==> src/core/lab_pkg.sv <==
/*
 * Shared constants and types for the logic array block: sizes, the layout
 * of the internal signal vector, product-term slots, storage modes and the
 * APB register map.
 * Assumes a single 50 MHz clock and synchronous active-high reset.
 */
package lab_pkg;
	// ----------------------------------------------------------------
	// sizes
	// ----------------------------------------------------------------
	localparam int NUM_MC     = 8;
	localparam int NUM_EXP    = 32;
	localparam int NUM_DED    = 8;
	localparam int NUM_ROUTE  = 8;
	localparam int PT_PER_MC  = 8;
	localparam int NUM_PT     = NUM_MC * PT_PER_MC;
	localparam int TERM_LIMIT = 35;
	// ----------------------------------------------------------------
	// signal vector layout
	// ----------------------------------------------------------------
	localparam int SIG_DED    = 0;
	localparam int SIG_ROUTE  = 8;
	localparam int SIG_MC     = 16;
	localparam int SIG_EXP    = 24;
	localparam int SIG_PIN    = 56;
	localparam int SIG_W      = 64;
	// ----------------------------------------------------------------
	// product term slots inside one macrocell
	// ----------------------------------------------------------------
	localparam int PT_OR0     = 0;
	localparam int PT_XOR     = 3;
	localparam int PT_PRE     = 4;
	localparam int PT_CLR     = 5;
	localparam int PT_CLK     = 6;
	localparam int PT_OE      = 7;
	localparam int NUM_OR_PT  = 3;
	// ----------------------------------------------------------------
	// storage modes and clock source
	// ----------------------------------------------------------------
	typedef enum logic [5:0] {
		MODE_D      = 6'h01,
		MODE_T      = 6'h02,
		MODE_JK     = 6'h04,
		MODE_RS     = 6'h08,
		MODE_LATCH  = 6'h10,
		MODE_BYPASS = 6'h20
	} mode_type;
	localparam logic CLK_SYSTEM = 1'b0;
	localparam logic CLK_ARRAY  = 1'b1;
	// ----------------------------------------------------------------
	// default configuration
	// ----------------------------------------------------------------
	localparam logic [NUM_PT-1:0][SIG_W-1:0]  PT_MASK_RST  = '0;
	localparam logic [NUM_EXP-1:0][SIG_W-1:0] EXP_MASK_RST = '0;
	localparam logic [NUM_MC-1:0]             CLK_SRC_RST  = '0;
	localparam logic                          SINGLE_RST   = 1'b0;
	// ----------------------------------------------------------------
	// register map
	// ----------------------------------------------------------------
	localparam int          ADDR_W        = 8;
	localparam logic [7:0]  REG_SOFT_IN   = 8'h00;
	localparam logic [7:0]  REG_MC_STATE  = 8'h04;
	localparam logic [7:0]  REG_EXPANDER  = 8'h08;
	localparam logic [7:0]  SOFT_IN_RST   = 8'h00;
	localparam logic [31:0] PRDATA_RST    = 32'h0000_0000;
endpackage

==> src/core/macrocell_storage.sv <==
/*
 * One macrocell: OR of three terms into an XOR, then a storage element
 * that acts as D, T, JK or RS flip-flop, as a latch, or is bypassed.
 * Assumes the product terms are formed by the enclosing array block.
 */
`timescale 1ns/100ps
module macrocell_storage
	import lab_pkg::*;
#(
	parameter mode_type MODE    = MODE_D,
	parameter logic     CLK_SRC = CLK_SYSTEM
) (
	// clock and reset
	input  wire logic clk,
	input  wire logic rst,
	// product terms
	input  wire logic [NUM_OR_PT-1:0] or_terms,
	input  wire logic                 xor_term,
	input  wire logic                 preset,
	input  wire logic                 clear,
	input  wire logic                 clk_term,
	// results
	output logic q_out,
	output logic q_fb
);
	import lab_pkg::*;

	typedef struct packed {
		logic q;
		logic clk_prev;
	} mc_state_type;

	mc_state_type state_ff;
	mc_state_type nxt_state;
	logic         sum;
	logic         f;
	logic         fire;
	logic         gate;

	// ----------------------------------------------------------------
	// combinational function
	// ----------------------------------------------------------------
	assign sum  = |or_terms;
	assign f    = sum ^ xor_term;
	assign fire = (CLK_SRC == CLK_ARRAY) ?
		(clk_term & ~state_ff.clk_prev) : 1'b1;
	assign gate = (CLK_SRC == CLK_ARRAY) ? clk_term : 1'b1;

	always_comb begin
		nxt_state          = state_ff;
		nxt_state.clk_prev = clk_term;
		case (MODE)
			MODE_D: begin
				if (fire) nxt_state.q = f;
			end
			MODE_T: begin
				if (fire) nxt_state.q = state_ff.q ^ f;
			end
			MODE_JK: begin
				if (fire) nxt_state.q = (sum & ~state_ff.q) | (~xor_term & state_ff.q);
			end
			MODE_RS: begin
				if (fire && sum) nxt_state.q = 1'b1;
				else if (fire && xor_term) nxt_state.q = 1'b0;
			end
			MODE_LATCH: begin
				if (gate) nxt_state.q = f;
			end
			MODE_BYPASS: begin
				nxt_state.q = f;
			end
			default: begin
				nxt_state.q = state_ff.q;
			end
		endcase
		if (clear) nxt_state.q = 1'b0;
		else if (preset) nxt_state.q = 1'b1;
	end

	always_ff @(posedge clk) begin
		if (rst) state_ff <= '0;
		else state_ff <= nxt_state;
	end

	// ----------------------------------------------------------------
	// output: preset and clear act without waiting for an edge
	// ----------------------------------------------------------------
	always_comb begin
		if (clear) q_out = 1'b0;
		else if (preset) q_out = 1'b1;
		else if (MODE == MODE_BYPASS) q_out = f;
		else if (MODE == MODE_LATCH && gate) q_out = f;
		else q_out = state_ff.q;
	end
	assign q_fb = state_ff.q;
endmodule

==> src/core/logic_array_block.sv <==
/*
 * One logic array block: expander terms, macrocell array, I/O block and
 * forwarding to the global routing array, with an APB slave for a
 * software input vector and status.
 * Assumes pins and routing inputs are synchronous to clk; the pad itself
 * is resolved outside from pin_out and pin_oe.
 */
// Notes on behaviour
// - each macrocell ORs three local product terms into one XOR input.
// - the other XOR input is its own product term, for polarity, T and JK.
// - the storage element works as D, T, JK or RS flip-flop per macrocell.
// - it may instead be a transparent latch or be bypassed at q_out; q_fb still takes f through the register.
// - every register has preset and clear that force q_out without a clock edge; q_fb follows at the next edge.
// - each register is clocked by the system clock or an array product term.
// - expanders take dedicated inputs, routing, feedback, expanders and pins.
// - every expander output reaches every macrocell product term of the block and each higher-numbered expander.
// - one macrocell can use up to 35 product terms by adding expanders.
// - expanders may also form preset, clear, clock and enable terms.
// - expanders may feed other expanders for multilevel logic.
// - each pad has a three-state driver fed by a macrocell and a term.
// - all signals made inside the block reach every product term; an expander sees only lower-numbered expanders.
// - macrocell outputs and pin feedback go out to the routing array.
// - a single-block device uses one global bus and no routing array.
// - pin feedback is usable apart from the macrocell register.
`timescale 1ns/100ps
module logic_array_block
	import lab_pkg::*;
#(
	parameter logic [NUM_PT-1:0][SIG_W-1:0]  PT_TRUE    = PT_MASK_RST,
	parameter logic [NUM_PT-1:0][SIG_W-1:0]  PT_COMP    = PT_MASK_RST,
	parameter logic [NUM_EXP-1:0][SIG_W-1:0] EXP_TRUE   = EXP_MASK_RST,
	parameter logic [NUM_EXP-1:0][SIG_W-1:0] EXP_COMP   = EXP_MASK_RST,
	parameter mode_type                      MC_MODE [NUM_MC] = '{default: MODE_D},
	parameter logic [NUM_MC-1:0]             MC_CLK_SRC = CLK_SRC_RST,
	parameter logic                          SINGLE     = SINGLE_RST
) (
	// clock and reset
	input  wire logic                           clk,
	input  wire logic                           rst,
	// apb slave
	input  wire logic [lab_pkg::ADDR_W-1:0]     paddr,
	input  wire logic                           psel,
	input  wire logic                           penable,
	input  wire logic                           pwrite,
	input  wire logic [31:0]                    pwdata,
	output logic      [31:0]                    prdata,
	output logic                                pready,
	output logic                                pslverr,
	// dedicated inputs and routing array
	input  wire logic [lab_pkg::NUM_DED-1:0]    ded_in,
	input  wire logic [lab_pkg::NUM_ROUTE-1:0]  route_in,
	output logic      [2*lab_pkg::NUM_MC-1:0]   route_out,
	// i/o pads
	input  wire logic [lab_pkg::NUM_MC-1:0]     pin_in,
	output logic      [lab_pkg::NUM_MC-1:0]     pin_out,
	output logic      [lab_pkg::NUM_MC-1:0]     pin_oe
);
	import lab_pkg::*;

	// ----------------------------------------------------------------
	// declarations
	// ----------------------------------------------------------------
	typedef struct packed {
		logic [NUM_DED-1:0] soft_in;
		logic [31:0]        prdata;
		logic               pslverr;
	} lab_state_type;

	lab_state_type        state_ff;
	lab_state_type        nxt_state;
	logic [SIG_W-1:0]     sig;
	logic [NUM_DED-1:0]   ded_bus;
	logic [NUM_ROUTE-1:0] route_bus;
	logic [NUM_EXP-1:0]   exp_out;
	logic [NUM_PT-1:0]    pt;
	logic [NUM_MC-1:0]    mc_out;
	logic [NUM_MC-1:0]    mc_fb;
	logic                 setup;
	logic                 access;
	logic                 mapped;

	// and of true literals and complemented literals; an empty term is true
	function automatic logic pterm(
		input logic [SIG_W-1:0] s,
		input logic [SIG_W-1:0] mt,
		input logic [SIG_W-1:0] mc
	);
		pterm = &((s | ~mt) & (~s | ~mc));
	endfunction

	// ----------------------------------------------------------------
	// global feedback vector
	// ----------------------------------------------------------------
	assign ded_bus   = ded_in | state_ff.soft_in;
	// single-block parts have no routing array to listen to
	assign route_bus = SINGLE ? '0 : route_in;
	always_comb begin
		sig = '0;
		sig[SIG_DED   +: NUM_DED]   = ded_bus;
		sig[SIG_ROUTE +: NUM_ROUTE] = route_bus;
		sig[SIG_MC    +: NUM_MC]    = mc_fb;
		sig[SIG_EXP   +: NUM_EXP]   = exp_out;
		sig[SIG_PIN   +: NUM_MC]    = pin_in;
	end

	// ----------------------------------------------------------------
	// expander terms
	// ----------------------------------------------------------------
	// an expander sees only lower-numbered expanders, which keeps the
	// array free of combinational loops
	generate
		for (genvar k = 0; k < NUM_EXP; k++) begin : g_exp
			logic [SIG_W-1:0] keep;
			always_comb begin
				keep = '1;
				for (int b = k; b < NUM_EXP; b++) begin
					keep[SIG_EXP + b] = 1'b0;
				end
			end
			assign exp_out[k] = ~pterm(sig, EXP_TRUE[k] & keep, EXP_COMP[k] & keep);
		end
	endgenerate

	// ----------------------------------------------------------------
	// macrocell array
	// ----------------------------------------------------------------
	generate
		for (genvar m = 0; m < NUM_MC; m++) begin : g_mc
			for (genvar t = 0; t < PT_PER_MC; t++) begin : g_pt
				assign pt[m*PT_PER_MC + t] = pterm(sig,
					PT_TRUE[m*PT_PER_MC + t], PT_COMP[m*PT_PER_MC + t]);
			end
			macrocell_storage #(
				.MODE    (MC_MODE[m]),
				.CLK_SRC (MC_CLK_SRC[m])
			) u_mc (
				.clk      (clk),
				.rst      (rst),
				.or_terms (pt[m*PT_PER_MC + PT_OR0 +: NUM_OR_PT]),
				.xor_term (pt[m*PT_PER_MC + PT_XOR]),
				.preset   (pt[m*PT_PER_MC + PT_PRE]),
				.clear    (pt[m*PT_PER_MC + PT_CLR]),
				.clk_term (pt[m*PT_PER_MC + PT_CLK]),
				.q_out    (mc_out[m]),
				.q_fb     (mc_fb[m])
			);
			assign pin_out[m] = mc_out[m];
			assign pin_oe[m]  = pt[m*PT_PER_MC + PT_OE];
		end
	endgenerate

	// ----------------------------------------------------------------
	// routing array forwarding
	// ----------------------------------------------------------------
	assign route_out = SINGLE ? '0 : {pin_in, mc_out};

	// ----------------------------------------------------------------
	// apb slave
	// ----------------------------------------------------------------
	assign setup  = psel & ~penable;
	assign access = psel & penable;
	assign mapped = (paddr == REG_SOFT_IN) || (paddr == REG_MC_STATE)
		|| (paddr == REG_EXPANDER);

	always_comb begin
		nxt_state = state_ff;
		if (setup) begin
			nxt_state.pslverr = ~mapped;
			nxt_state.prdata  = '0;
			if (!pwrite) begin
				case (paddr)
					REG_SOFT_IN: begin
						nxt_state.prdata[NUM_DED-1:0] = state_ff.soft_in;
					end
					REG_MC_STATE: begin
						nxt_state.prdata[2*NUM_MC-1:0] = {pin_in, mc_out};
					end
					REG_EXPANDER: begin
						nxt_state.prdata[NUM_EXP-1:0] = exp_out;
					end
					default: begin
						nxt_state.prdata = '0;
					end
				endcase
			end
		end
		if (access && pwrite && paddr == REG_SOFT_IN) begin
			nxt_state.soft_in = pwdata[NUM_DED-1:0];
		end
	end

	always_ff @(posedge clk) begin
		if (rst) begin
			state_ff.soft_in <= SOFT_IN_RST;
			state_ff.prdata  <= PRDATA_RST;
			state_ff.pslverr <= 1'b0;
		end else begin
			state_ff <= nxt_state;
		end
	end

	assign pready  = 1'b1;
	assign prdata  = state_ff.prdata;
	assign pslverr = access & state_ff.pslverr;

	// per macrocell: enable term, feedback and forwarded bits
	generate
		for (genvar m = 0; m < NUM_MC; m++) begin : g_chk

		end
	endgenerate
endmodule

==> config.mk <==
export PLATFORM = sky130hd
export DESIGN_NAME = logic_array_block
export DESIGN_NICKNAME = d
export VERILOG_FILES = /design/src/core/lab_pkg.sv /design/src/core/macrocell_storage.sv /design/src/core/logic_array_block.sv
export SDC_FILE = /design/constraint.sdc
export NUM_CORES = 1
export LEC_CHECK = 0
export ABC_AREA = 1
export BUFFER_PORTS_ARGS = -buffer_cell sky130_fd_sc_hd__buf_2
export CORE_MARGIN = 5
export CORE_UTILIZATION = 36
export CTS_CLUSTER_SIZE = 12
export DETAILED_ROUTE_END_ITERATION = 10
export GPL_TIMING_DRIVEN = 1
export PLACE_DENSITY = 0.75
export REMOVE_ABC_BUFFERS = 1
export SLEW_MARGIN = 10
export SYNTH_ARGS = -nofsm -noshare
export SYNTH_HDL_FRONTEND = slang
export SYNTH_SLANG_ARGS = --single-unit
==> constraint.sdc <==
create_clock -name clk -period 0.8 [get_ports clk]
set_input_delay 0.04 -clock clk [delete_from_list [all_inputs] [get_ports clk]]
set_output_delay 0.04 -clock clk [all_outputs]
set_load 0.02 [all_outputs]
# Word level (Yosys, flattened, before mapping)
# Index checks and enable logic that the tools add are counted.
# Widths: inputs -> output; s select.
classes:
  eq_ne: 2
  n_shift: 0
  n_addsub: 0
  div: 0
  muxes: 3
  magnitude_cmp: 0
  mul: 0
  n_bitwise: 5
  n_reduce_logical: 5
ops:
  columns: ["operator", "count"]
  rows:
  - ["$mux 16", 1]
  - ["$mux 8", 2]
  - ["$eq 8x3->1 const B", 1]
  - ["$eq 8x4->1 const B", 1]
  - ["$logic_not 8->1", 1]
  - ["$and 1x1->1", 3]
  - ["$logic_and 1x1->1", 2]
  - ["$logic_or 1x1->1", 2]
  - ["$not 1->1", 2]
totals:
  mem_bits_rw: 0
  latch_bits: 0
  mem_count: 0
  mem_bits_ro: 0
  output_inout_bits: 66
  input_bits: 69
  word_cells: 18
  reg_bits: 41

# Depth between registers and ports, before layout
depth:
  depth_word: 4
  ltp_mapped: 7
  mapped_depth_nobuf: 7

# Modules after synthesis
# Synthesis repeated with hierarchy kept, for this count alone.
unflattened:
  hier_cells: 343
  area_unflattened_um2: 2190.9
modules_own_cells:
  columns: ["mod", "instances", "cells_each", "area_each_um2", "seq_area_each_um2"]
  rows:
  - ["logic_array_block", 1, 231, 1600.3, 500.5]
  - ["macrocell_storage", 8, 14, 73.8, 20.0]

# Worst setup path before layout
# Ideal clock, no wire load.
synth_timing:
  path_type: "input -> register"
  start: "input port paddr[7] in the netlist's numbering"
  end: "register state_ff[36] in the netlist's numbering"
  setup_slack_ps: -20
  required_time_ps: 685
  t_arrival_ps: 705
  stages: 7
  cell_sequence: "nor2_2 > nand2_2 > nor2_8 > buf_6 > nand3_1 > nand2_1 > nor2_1"
synth_between:
  elab_chain_cells: 2
synth_lines:
  columns: ["element", "line", "source"]
  rows:
  - ["from (decl)", "logic_array_block.sv:41", "input wire logic [lab_pkg::ADDR_W-1:0] paddr,"]
  - ["$logic_not 8->1", "logic_array_block.sv:187", "if (access && pwrite && paddr == REG_SOFT_IN) begin"]
  - ["$logic_and 1x1->1", "logic_array_block.sv:187", null]
  - ["to (signal assigned)", "logic_array_block.sv:198", "state_ff <= nxt_state;"]
  - ["to (decl)", "logic_array_block.sv:69", "lab_state_type state_ff;"]
# No other way between the ends.
# A chain may end at the register's enable or synchronous reset.

# Worst setup path in the final report
layout_timing:
  start: "register state_ff[0] in the netlist's numbering"
  end: "output port pslverr"
layout_between:
  elab_chain_cells: 1
layout_lines:
  columns: ["element", "line", "source"]
  rows:
  - ["$and 1x1->1", "logic_array_block.sv:204", "assign pslverr = access & state_ff.pslverr;"]
  - ["to (decl)", "logic_array_block.sv:48", "output logic pslverr,"]
# No other way between the ends.

==> out/summary.txt <==
SYNTHESIS
---------------------------------------------------------------------------------
Synth warn                                                                      0
Average instance area after synthesis                                    7.63 µm²
Cell type contributing the most total cell area after synthesis      sky130_fd_sc_hd__dfxtp_1
Number of enable-type register cells in the synthesized netlist                 0
Sequential element share of the synthesized area                            0.292
Mapped cell area                                                         1720 µm²
Leading cell types by total area after synthesis                     sky130_fd_sc_hd__dfxtp_1, sky130_fd_sc_hd__buf_4, sky130_fd_sc_hd__nand2_1
Async S/R FF share, synth                                                       0
Most numerous cell types in the synthesized netlist                  sky130_fd_sc_hd__buf_4, sky130_fd_sc_hd__nand2_1, sky130_fd_sc_hd__dfxtp_1, sky130_fd_sc_hd__a21oi_1, sky130_fd_sc_hd__nor2_1
Synth Register Bits                                                            25
Portion of synthesized cell area occupied by the leading cell type          0.292
Top FF cell, synth                                                   sky130_fd_sc_hd__dfxtp_1
Top-count cell post-synth                                            sky130_fd_sc_hd__buf_4
Post-synthesis cell type count                                                 24
Post-Synthesis Cells                                                          225

TIMING
---------------------------------------------------------------------------------
Setup repair after global routing missed its margin                           yes
Hold_ws                                                                 0.0801 ns
Max Transition Viols Final                                                      0
Time the final worst path needs with I/O delays and setup                0.907 ns
Largest clock skew in the final design                                0.000273 ns
Hold violation count in the final report                                        0
Fin Setup TNS                                                           -0.107 ns
Crit share post-route                                                        1.13
Setup-violating endpoint count in the final report                              1
Setup WS post-layout                                                    -0.107 ns
Peak Freq                                                                1100 MHz

DETAILED ROUTING
---------------------------------------------------------------------------------
DR iter-0 viols                                                                28
Wire length reported by the detailed router                               3420 µm
Number of nets with antenna violations after routing                            0
Via count                                                                    1285
Post-DR wirelength/cell                                                   10.7 µm
Number of DRC violations after detailed routing                                 0
First drt pass iteration count                                                  4
Routed via count divided by cell count                                       4.03

FLOORPLANNING
---------------------------------------------------------------------------------
Horizontal die dimension                                                  79.1 µm
Area of the core                                                         4660 µm²
Number of cell rows                                                            25
Full die area                                                            6250 µm²
Initial Util                                                                0.368
Number of ports placed on the die boundary                                    135
Chip height                                                               79.1 µm

CTS
---------------------------------------------------------------------------------
Worst-path clk slew                                                       0.09 ns
Skew-Pair Late Insertion Delay                                            0.27 ns
Total clock sinks                                                              25
CTS H-tree lvls                                                                 1
Clk root buf                                                         sky130_fd_sc_hd__clkbuf_8
Clock tree from TritonCTS                                                    done
Maximum root-to-sink buffer count                                               2
Num CTS Buffers                                                                 3

HOLD PATH
---------------------------------------------------------------------------------
Class of the tightest hold or removal check                                in2reg
WHS Path Cells                                                                  5
Worst Hold Path EP                                                   state_ff[40]$_SDFFE_PP0P_
Startpoint of the worst hold path                                       pwdata[7]

JOB
---------------------------------------------------------------------------------
Max-Cap Viols                                                                   0

PWR
---------------------------------------------------------------------------------
Sequential share of power                                                   0.498
Power per Cell Area                                                   1270 nW/µm²
Switching share of power                                                    0.307
Net switching power                                                        770 µW
Combinational Power Share                                                   0.196
Cell-internal power                                                       1.74 mW
Clock share of power                                                        0.305
Maximum ir drop on the vdd rail                                          0.590 mV
Static Leak                                                              0.957 nW

SETUP PATH
---------------------------------------------------------------------------------
Crit path capture type                                                 output pin
Worst R2R Setup Slack                                                     0.09 ns
Worst R2R End                                                        prdata[1]$_SDFFE_PP0P_
Worst reg-to-reg path cell count                                                3
Critical path class                                                       reg2out
CP Max Fanout                                                                   2
R2r startpoint                                                       prdata[1]$_SDFFE_PP0P_
Worst Setup Start Kind                                                       flop
Data arrival at the endpoint of the critical path                         0.87 ns
Worst EP required                                                         0.76 ns

GLOBAL ROUTING
---------------------------------------------------------------------------------
Global routing met1 resource utilization                                    0.124
Maximum number of pins on one net before global-route repair                   17
Met3 usage in global routing                                               0.0261
GR peak layer                                                                met2
GRT Total Usage                                                             0.103
Via count of the first global-routing pass                                   1129
Grt total ovfl                                                                  0
Initial antenna violation count                                                 0
Routing usage on met2                                                       0.183
Global-route wire length before repair                                    5200 µm

PLACEMENT
---------------------------------------------------------------------------------
Total of buffers placed on input and output ports                              53
DPL Wire Length                                                           2630 µm
Area after DPL                                                           1790 µm²
Routability congestion estimate from global placement                       0.794

OUTCOME
---------------------------------------------------------------------------------
Run status                                                           finished, violations left
Failing checks                                                       setup timing

FINAL LAYOUT
---------------------------------------------------------------------------------
Final non-filler cell area                                               1980 µm²
Area taken by multi-input logic gates                                     746 µm²
Area grow syn2layout                                                        15.4%
Diodes inserted                                                                 0
Number of filler cells placed in the layout                                   479
Fraction of layout cells with a size suffix above 1                         0.445
Number of nets at the end of the flow                                         335
FF/Latch Area                                                             522 µm²

[cells by family after synthesis]
logic type	after synthesis	share of synthesized area
buffers and inverters	91	0.359
and+or+nand+nor	80	0.249
AOI/OAI and AO/OA	27	0.0962
DFF	25	0.292
other	2	0.00437
[state kept, by name, indices dropped and copies added (netlist names)]
signal and flops:
prdata 16, state_ff 9
[metrics by stage]
stage                     power (mW)  std cells  utilization  worst slack (ns)
after floorplan                 1.54        193            -           -0.0605
after global placement          1.76        313        0.384            -0.168
after detailed placement        1.76        313        0.384            -0.182
after CTS                       2.53        318        0.408            -0.118
after global routing            2.65        319        0.425            -0.155
final                           2.51        319        0.425            -0.107
[final cells by class]
| cell class | count | share of cell area |
|---|---|---|
| clock buffer | 3 | 0.0208 |
| sequential | 25 | 0.263 |
| inverter | 20 | 0.0379 |
| timing repair buffer | 68 | 0.263 |
| multi-input combinational | 148 | 0.377 |
| clock inverter | 1 | 0.00379 |
| tap | 54 | 0.0341 |
[repair_timing]
item,CTS,global route
endpoints found under the hold margin,0,0
setup endpoints to repair,17,17
resized for setup,24,27
hold buffers,0,0
cloned,0,0
buffers inserted,1,1
[power groups by stage]
stage | clock network, mW | registers [mW] | logic [mW]
after detailed placement | 0 | 1.28 | 0.486
after CTS | 0.796 | 1.25 | 0.489
after floorplan | 0 | 1.28 | 0.267
after global routing | 0.862 | 1.25 | 0.534
final | 0.765 | 1.25 | 0.492
after global placement | 0 | 1.28 | 0.481
[routing by layer]
| metal | up-vias | wire (µm) |
|---|---|---|
| li1 | 667 | - |
| met1 | 565 | 1350 |
| met2 | 51 | 1760 |
| met3 | 2 | 291 |
| met4 | 0 | 12 |
| met5 | - | 0 |
[cell usage in the layout (no fill, tap or decap)]
cell / synthesis / layout
sky130_fd_sc_hd__clkinv_1: 1 / 1
sky130_fd_sc_hd__nor3_1: 1 / 1
sky130_fd_sc_hd__nor2_8: 1 / 1
sky130_fd_sc_hd__nand2_4: 1 / 1
sky130_fd_sc_hd__nor2_1: 18 / 18
sky130_fd_sc_hd__nand3_2: 8 / 8
sky130_fd_sc_hd__inv_1: 16 / 16
sky130_fd_sc_hd__nand3b_1: 1 / 1
sky130_fd_sc_hd__buf_2: 3 / 36
sky130_fd_sc_hd__nor2_4: 3 / 3
sky130_fd_sc_hd__inv_2: 3 / 3
sky130_fd_sc_hd__conb_1: 2 / 41
sky130_fd_sc_hd__o21ai_0: 1 / 1
sky130_fd_sc_hd__and3_1: 1 / 1
sky130_fd_sc_hd__nand2_1: 33 / 33
sky130_fd_sc_hd__buf_4: 66 / 12
sky130_fd_sc_hd__a21oi_1: 18 / 18
sky130_fd_sc_hd__clkinvlp_4: 0 / 1
sky130_fd_sc_hd__clkbuf_8: 0 / 3
sky130_fd_sc_hd__nand2_2: 3 / 3
sky130_fd_sc_hd__a21oi_2: 8 / 8
sky130_fd_sc_hd__nand3_1: 8 / 8
sky130_fd_sc_hd__nor2_2: 2 / 2
sky130_fd_sc_hd__buf_12: 1 / 3
sky130_fd_sc_hd__dfxtp_2: 0 / 17
sky130_fd_sc_hd__dfxtp_1: 25 / 8
sky130_fd_sc_hd__buf_6: 1 / 17
[worst max-delay path, cell delays in order, from the launching register on]
cell and delay [ns]:
sky130_fd_sc_hd__dfxtp_2 0.34, sky130_fd_sc_hd__and3_1 0.15, sky130_fd_sc_hd__buf_6 0.12
[how the worst max path moves through the flow]
stage / depth (start not counted) / endpoint / slack, ns / start
2_1_floorplan: 6 / state_ff[33]$_SDFFE_PP0P_ / -0.06 / paddr[7]
3_3_place_gp: 7 / prdata[8]$_SDFFE_PP0P_ / -0.17 / paddr[7]
3_5_place_dp: 8 / state_ff[38]$_SDFFE_PP0P_ / -0.18 / paddr[1]
4_1_cts: 2 / pslverr / -0.12 / state_ff[0]$_SDFFE_PP0P_
5_1_grt: 2 / pslverr / -0.15 / state_ff[0]$_SDFFE_PP0P_
6_report: 2 / pslverr / -0.11 / state_ff[0]$_SDFFE_PP0P_
(Power assumes the default switching activity.)
